## config.mk

```make
export PLATFORM = sky130hd
export DESIGN_NAME = gpio_expander
export DESIGN_NICKNAME = d
export VERILOG_FILES = /design/src/pin_sync.v /design/src/gpio_expander.v
export VERILOG_INCLUDE_DIRS = /design/src /design/src/src
export SDC_FILE = /design/constraint.sdc
export NUM_CORES = 1
export LEC_CHECK = 0
export BUFFER_PORTS_ARGS = -buffer_cell sky130_fd_sc_hd__buf_2
export CAP_MARGIN = 20
export CORE_MARGIN = 2
export CORE_UTILIZATION = 56
export DETAILED_ROUTE_END_ITERATION = 12
export PLACE_DENSITY = 0.82
export SLEW_MARGIN = 20
export SYNTH_ARGS = -nofsm -noshare
export SYNTH_HDL_FRONTEND = slang
export SYNTH_HIERARCHICAL = 1
export SYNTH_SLANG_ARGS = --single-unit
```

## constraint.sdc

```tcl
create_clock -name clk_sys -period 3.5 [get_ports clk_sys]
set_input_delay 0 -clock clk_sys [delete_from_list [all_inputs] [get_ports clk_sys]]
set_output_delay 0 -clock clk_sys [all_outputs]
set_load 0.005 [all_outputs]
```

## src/gpio_expander_defines.vh

```
`ifndef GPIO_EXPANDER_DEFINES_VH
`define GPIO_EXPANDER_DEFINES_VH

// Register addresses (eight-bit register address space)
`define ADDR_IFACE_CFG_A     8'h00
`define ADDR_IFACE_CFG_B     8'h01
`define ADDR_PIN_DIR         8'h40
`define ADDR_PIN_VALUE       8'h41
`define ADDR_FAULT_CTRL      8'h42
`define ADDR_FAULT_SRC_SEL   8'h43

// Reset values
`define RST_IFACE_CFG_A      8'h18
`define RST_IFACE_CFG_B      8'h80
`define RST_PIN_DIR          8'h00
`define RST_PIN_VALUE        8'h00
`define RST_FAULT_CTRL       8'h00
`define RST_FAULT_SRC_SEL    8'h00

// Fault control field positions
`define FCTL_OUT_EN_BIT      0
`define FCTL_IN_EN_BIT       1
`define FCTL_IN_STATUS_BIT   2

// Pin positions of the fault functions
`define PIN_FAULT_OUT        7
`define PIN_FAULT_IN         6

`endif

```

## src/pin_sync.v

```verilog
`timescale 1ns/100ps
// Two-stage synchroniser for a vector of pin levels
module pin_sync #(
   parameter WIDTH = 8
) (
   // Clock and reset
   input  wire             clk_sys,
   input  wire             rst_n,
   // Levels
   input  wire [WIDTH-1:0] async_in,
   output reg  [WIDTH-1:0] sync_out
);

   reg [WIDTH-1:0] meta_r;

   // First stage feeds only the second stage
   always @(posedge clk_sys) begin
      if (!rst_n) begin
         meta_r   <= {WIDTH{1'b0}};
         sync_out <= {WIDTH{1'b0}};
      end else begin
         meta_r   <= async_in;
         sync_out <= meta_r;
      end
   end

endmodule

```

## src/gpio_expander.v

```verilog
`timescale 1ns/100ps
`include "gpio_expander_defines.vh"

module gpio_expander #(
   parameter NUM_PINS = 8,
   parameter NUM_ERR  = 8
) (
   // Clock and reset
   input  wire                clk_sys,
   input  wire                rst_n,
   // Mode: high when the device is under serial control, low when strapped
   input  wire                serial_mode,
   // Register access from the serial interface decoder
   input  wire                reg_wr,
   input  wire                reg_rd,
   input  wire [7:0]          reg_addr,
   input  wire [7:0]          reg_wdata,
   output reg  [7:0]          reg_rdata_r,
   output reg                 reg_ack_r,
   output reg                 reg_err_r,
   // Diagnostic error levels
   input  wire [NUM_ERR-1:0]  diag_err,
   // General pins, split into input, output and output enable
   input  wire [NUM_PINS-1:0] pin_in,
   output reg  [NUM_PINS-1:0] pin_out_r,
   output reg  [NUM_PINS-1:0] pin_oe_r
);

   // Registers
   reg [7:0]          cfg_a_r;
   reg [7:0]          cfg_b_r;
   reg [NUM_PINS-1:0] dir_r;
   reg [NUM_PINS-1:0] value_r;
   reg                fault_out_en_r;
   reg                fault_in_en_r;
   reg                fault_in_stat_r;
   reg [NUM_ERR-1:0]  src_sel_r;

   wire [NUM_PINS-1:0] pin_sync_w;
   wire                fault_or_w;
   wire                diag_hit_w;
   reg  [7:0]          rdata_nxt;
   reg                 hit_nxt;
   reg                 wr_cfg_a;
   reg                 wr_cfg_b;
   reg                 wr_dir;
   reg                 wr_value;
   reg                 wr_fctl;
   reg                 wr_src_sel;

   // Pin levels cross into the clock domain first
   pin_sync #(
      .WIDTH (NUM_PINS)
   ) u_pin_sync (
      .clk_sys  (clk_sys),
      .rst_n    (rst_n),
      .async_in (pin_in),
      .sync_out (pin_sync_w)
   );

   // Address decode shared by read and write
   function is_mapped;
      input [7:0] a;
      begin
         is_mapped = (a == `ADDR_IFACE_CFG_A) || (a == `ADDR_IFACE_CFG_B) ||
                     (a == `ADDR_PIN_DIR) || (a == `ADDR_PIN_VALUE) ||
                     (a == `ADDR_FAULT_CTRL) || (a == `ADDR_FAULT_SRC_SEL);
      end
   endfunction

   // Selected diagnostic errors, any one of them raises the fault
   assign diag_hit_w = |(diag_err & src_sel_r);

   // External fault status joins the selected errors
   assign fault_or_w = diag_hit_w | fault_in_stat_r;

   // Write decode; a write to an unmapped address selects nothing
   always @* begin
      wr_cfg_a   = 1'b0;
      wr_cfg_b   = 1'b0;
      wr_dir     = 1'b0;
      wr_value   = 1'b0;
      wr_fctl    = 1'b0;
      wr_src_sel = 1'b0;
      if (reg_wr) begin
         if (reg_addr == `ADDR_IFACE_CFG_A) begin
            wr_cfg_a = 1'b1;
         end else if (reg_addr == `ADDR_IFACE_CFG_B) begin
            wr_cfg_b = 1'b1;
         end else if (reg_addr == `ADDR_PIN_DIR) begin
            wr_dir = 1'b1;
         end else if (reg_addr == `ADDR_PIN_VALUE) begin
            wr_value = 1'b1;
         end else if (reg_addr == `ADDR_FAULT_CTRL) begin
            wr_fctl = 1'b1;
         end else if (reg_addr == `ADDR_FAULT_SRC_SEL) begin
            wr_src_sel = 1'b1;
         end
      end
   end

   // Interface configuration A, plain storage
   always @(posedge clk_sys) begin
      if (!rst_n) begin
         cfg_a_r <= `RST_IFACE_CFG_A;
      end else if (wr_cfg_a) begin
         cfg_a_r <= reg_wdata;
      end
   end

   // Interface configuration B, plain storage
   always @(posedge clk_sys) begin
      if (!rst_n) begin
         cfg_b_r <= `RST_IFACE_CFG_B;
      end else if (wr_cfg_b) begin
         cfg_b_r <= reg_wdata;
      end
   end

   // Direction register, a set bit makes its pin an output
   always @(posedge clk_sys) begin
      if (!rst_n) begin
         dir_r <= `RST_PIN_DIR;
      end else if (wr_dir) begin
         dir_r <= reg_wdata[NUM_PINS-1:0];
      end
   end

   // Pin value register, driven onto output pins
   always @(posedge clk_sys) begin
      if (!rst_n) begin
         value_r <= `RST_PIN_VALUE;
      end else if (wr_value) begin
         value_r <= reg_wdata[NUM_PINS-1:0];
      end
   end

   // Fault control enables; the status bit is read-only
   always @(posedge clk_sys) begin
      if (!rst_n) begin
         fault_out_en_r <= 1'b0;
         fault_in_en_r  <= 1'b0;
      end else if (wr_fctl) begin
         fault_out_en_r <= reg_wdata[`FCTL_OUT_EN_BIT];
         fault_in_en_r  <= reg_wdata[`FCTL_IN_EN_BIT];
      end
   end

   // Fault source select, bit n picks diagnostic error n
   always @(posedge clk_sys) begin
      if (!rst_n) begin
         src_sel_r <= `RST_FAULT_SRC_SEL;
      end else if (wr_src_sel) begin
         src_sel_r <= reg_wdata[NUM_ERR-1:0];
      end
   end

   // External fault input status follows synchronised pin six
   always @(posedge clk_sys) begin
      if (!rst_n) begin
         fault_in_stat_r <= 1'b0;
      end else begin
         fault_in_stat_r <= fault_in_en_r & serial_mode &
                            pin_sync_w[`PIN_FAULT_IN];
      end
   end

   // Read mux: input pins show pin level, output pins show value
   always @* begin
      rdata_nxt = 8'h00;
      hit_nxt   = is_mapped(reg_addr);
      if (reg_addr == `ADDR_IFACE_CFG_A) begin
         rdata_nxt = cfg_a_r;
      end else if (reg_addr == `ADDR_IFACE_CFG_B) begin
         rdata_nxt = cfg_b_r;
      end else if (reg_addr == `ADDR_PIN_DIR) begin
         rdata_nxt[NUM_PINS-1:0] = dir_r;
      end else if (reg_addr == `ADDR_PIN_VALUE) begin
         rdata_nxt[NUM_PINS-1:0] = (dir_r & value_r) | (~dir_r & pin_sync_w);
      end else if (reg_addr == `ADDR_FAULT_CTRL) begin
         rdata_nxt[`FCTL_OUT_EN_BIT]    = fault_out_en_r;
         rdata_nxt[`FCTL_IN_EN_BIT]     = fault_in_en_r;
         rdata_nxt[`FCTL_IN_STATUS_BIT] = fault_in_stat_r;
      end else if (reg_addr == `ADDR_FAULT_SRC_SEL) begin
         rdata_nxt[NUM_ERR-1:0] = src_sel_r;
      end
   end

   // Read answer one cycle after the request
   always @(posedge clk_sys) begin
      if (!rst_n) begin
         reg_rdata_r <= 8'h00;
         reg_ack_r   <= 1'b0;
         reg_err_r   <= 1'b0;
      end else begin
         reg_ack_r   <= reg_rd | reg_wr;
         reg_err_r   <= (reg_rd | reg_wr) & ~hit_nxt;
         reg_rdata_r <= reg_rd ? rdata_nxt : reg_rdata_r;
      end
   end

   // Pin drivers; pin seven is taken over by the fault output
   genvar g;
   generate
      for (g = 0; g < NUM_PINS; g = g + 1) begin : g_pin
         always @(posedge clk_sys) begin
            if (!rst_n) begin
               pin_out_r[g] <= 1'b0;
               pin_oe_r[g]  <= 1'b0;
            end else if (!serial_mode) begin
               pin_out_r[g] <= 1'b0;
               pin_oe_r[g]  <= 1'b0;
            end else if ((g == `PIN_FAULT_OUT) && fault_out_en_r) begin
               pin_out_r[g] <= fault_or_w;
               pin_oe_r[g]  <= 1'b1;
            end else begin
               pin_out_r[g] <= value_r[g];
               pin_oe_r[g]  <= dir_r[g];
            end
         end
      end
   endgenerate

endmodule

```

==> metrics.md <==
| Metric | Value |
|---|---|
| Outcome | completed |
| Maximum vdd drop | approximately 0.42 mV |
| Area grow syn2layout | 21.6% |
| Top cells by count, synth | dfxtp_1, nand3_1, o21ai_0, nand2_1, clkbuf_1 |
| Cts bufs inserted | 9 |
| First-pass GRT wire length | ~12,000 µm |
| Achievable frequency | approximately 0.51 GHz |
| Max incr delay on CP | ~750 ps |
| RSZ-0062 raised after global routing | false |
| Setup Fix Bufs, Post-CTS | 0 |
| Hold_ws | roughly 46 ps |
| Antenna cells | 0 |
| Final Wtd Congestion | approximately 0.8 |
| Drt drc | 0 |
| NumNets Final | approximately 450 |
| Initial antenna violation count | 0 |
| Vias in the first global route | 2,601 |
| Clock skew | 9.86 ps |
| Mean post-synth cell area | ~9.8 µm² |
| Cell Chain, Critical Path | dlygate4sd3_1, buf_2, or2_2, nor4_4, mux2i_1, nand2_1 |
| Antenna Nets Post-Route | 0 |
| Post_cts resized | 0 |
| # Max-Cap Violations | 0 |
| Routed wire per std cell | roughly 16 µm |
| Core region area | 5850 µm² |
| Worst R2R End | pin_out_r[7]$_SDFF_PN0_ |
| Ranking of synthesized cells by area | dfxtp_1, nand3_1, o21ai_0, mux2i_1, nand2_1 |
| GR Util All Layers | between 20% and 30% |
| Critical R2R Launch | src_sel_r[1]$_SDFFE_PN0P_ |
| Yosys reg bits | 85 |
| # rows | 28 |
| Slew headroom | 36.3% |
| Die footprint | approximately 6600 µm² |
| IO Port Bufs | 62 |
| Startpoint Class | primary input |
| CTS Hold Buffers Added | 21 |
| Synth Flop Type | dfxtp_1 |
| Vias per cell | approximately 5.7 |
| Grt total ovfl | 0 |
| Root Buffer | clkbuf_8 |
| Worst setup margin | ~1600 ps |
| Worst hold path depth | 2 |
| Setup TNS | 0 ps |
| Async SR Flop Fraction | 0% |
| Leakage power | ~1.7 nW |
| Share of the synthesized area in the top cell type | between 50% and 60% |
| Clock tree sinks | 85 |
| Sequential area share after synthesis | roughly half |
| Hold EP | reg_err_r$_SDFF_PN0_ |
| Synth cell types | 44 |
| Final period utilization | between 50% and 60% |
| Initial core utilization | approximately 57% |
| R2r worst-path depth | 4 |
| CP Class | in -> reg |
| Maximum clock path buffer count | 2 |
| Ports | 63 |
| Final Cell Area | about 4000 µm² |
| Syn Nets | about 380 |
| Worst reg2reg setup slack | between 1500 and 2000 ps |
| DRT Wirelength | 7920 µm |
| Yosys warning total | 6 |
| Final min period | roughly 1900 ps |
| PwrDens | around 470 nW/µm² |
| Cell Area, Placed | ~3600 µm² |
| CP Max Fanout | 15 |
| Hold_sp | reg_addr[3] |
| Worst Max-Slew Pin Slew | ~960 ps |
| Count leader, synth | dfxtp_1 |
| Worst slack, placed | between 1500 and 2000 ps |
| Register area | 1700 µm² |
| EDFF count, synth | 0 |
| Largest net degree at the start of global routing | between 100 and 150 |
| Detailed Routing Iterations Pass 1 | 4 |
| CTS H-tree lvls | 3 |
| Worst Hold Class | in -> reg |
| CTS clock-pin slew for the worst setup and hold paths | 80 ps |
| Die W | about 81 µm |
| Slowest CP cell | nor4_4 |
| Setup Viol. Count Final | 0 |
| Synth Instances | about 340 |
| Synth Cell Area | between 3000 and 4000 µm² |
| Layout fillers | approximately 430 |
| Die height | 81.3 µm |
| DRC marker count from the first detailed-route iteration | about 230 |
| Required time worst endpoint | roughly 3700 ps |
| Final Hold Viols | 0 |
| Pins over their slew limit | 0 |
| Worst Setup End Kind | register |
| Area of the multi-input gates | 1500 µm² |
| Clk_lat worst skew | 360 ps |
| Detail Placement HPWL | just over 5000 µm |
| Data arrival, critical path | between 2000 and 2500 ps |
| CTS tree | built |
| DR vias | roughly 2.8k |
| Post-synth top area cell | dfxtp_1 |
| Tot Pwr | just under 2 mW |
| Layout cell share with drive strength beyond 1 | a little over a quarter |
[cells by family after synthesis]
logic type             after synthesis  synth area share, %
and+or+nand+nor                    128                 22.7
DFF                                 85                 50.9
AOI/OAI and AO/OA                   83                 16.9
buffers and inverters               29                 4.30
muxes                               17                 5.31
[flip-flops by register name (all words and copies together) (netlist names)]
| signal | flops |
|---|---|
| src_sel_r | 8 |
| pin_oe_r | 8 |
| reg_err_r | 1 |
| pin_out_r | 8 |
| cfg_b_r | 8 |
| u_pin_sync/sync_out | 8 |
| value_r | 8 |
| reg_ack_r | 1 |
| dir_r | 8 |
| fault_out_en_r | 1 |
| fault_in_en_r | 1 |
| u_pin_sync/meta_r | 8 |
| reg_rdata_r | 8 |
| fault_in_stat_r | 1 |
| cfg_a_r | 8 |
[through the flow]
stage | instances | utilization [%]
CTS | 490 | 69.5
global placement | 453 | 61.9
floorplan | 342 | -
finish | 490 | 69.5
global route | 490 | 69.5
detailed placement | 453 | 61.9
[power breakdown]
group	internal [mW]	switching, mW	leakage, nW
Sequential	0.977	0.00402	0.689
Combinational	0.0495	0.0670	0.886
Clock	0.474	0.352	0.121
Total	1.50	0.423	1.70
[routing by layer]
metal	track usage, %	share of wire (%)	up-vias	routed length [µm]
li1	-	-	1371	-
met1	30.9	43	1307	3390
met2	41.1	48	111	3790
met3	5.22	6.4	19	505
met4	14.6	3.0	0	235
met5	0	0	-	0
[final cells by class]
cell class | instances | area share (%)
timing repair buffer | 84 | 13.0
clock buffer | 10 | 3.14
sequential | 85 | 41.8
multi-input combinational | 228 | 36.9
clock inverter | 6 | 2.68
tap | 75 | 2.31
inverter | 2 | 0.185
[worst max-delay path, delay by kind of cell]
kind / cells / cell delay, ps
buffers and inverters: 2 / 710
AND/OR/NAND/NOR: 3 / 1180
multiplexers: 1 / 270
[placed cells by master, fill, tap and decap left out, types with 8 or more instances in the layout]
cell type	netlist	layout
buf_2	1	62
dfxtp_1	85	85
o21ai_0	31	31
and2_2	12	12
nand2_1	29	29
o21ai_2	8	8
nand3_1	42	42
mux2i_1	11	11
and3_1	14	14
clkbuf_8	0	9
dlygate4sd3_1	0	21
[worst max-delay path by stage]
stage,to,slack [ps],startpoint,depth (start not counted)
2_1_floorplan,src_sel_r[6]$_SDFFE_PN0P_,1830,reg_addr[2],7
3_3_place_gp,cfg_b_r[7]$_SDFFE_PN1P_,1670,reg_addr[2],5
3_5_place_dp,cfg_b_r[7]$_SDFFE_PN1P_,1590,reg_addr[2],5
4_1_cts,cfg_b_r[7]$_SDFFE_PN1P_,1600,reg_addr[6],6
5_1_grt,cfg_b_r[7]$_SDFFE_PN1P_,1470,reg_addr[6],6
6_report,cfg_b_r[7]$_SDFFE_PN1P_,1550,reg_addr[6],6
No activity file was read; power rests on OpenSTA's default activity.
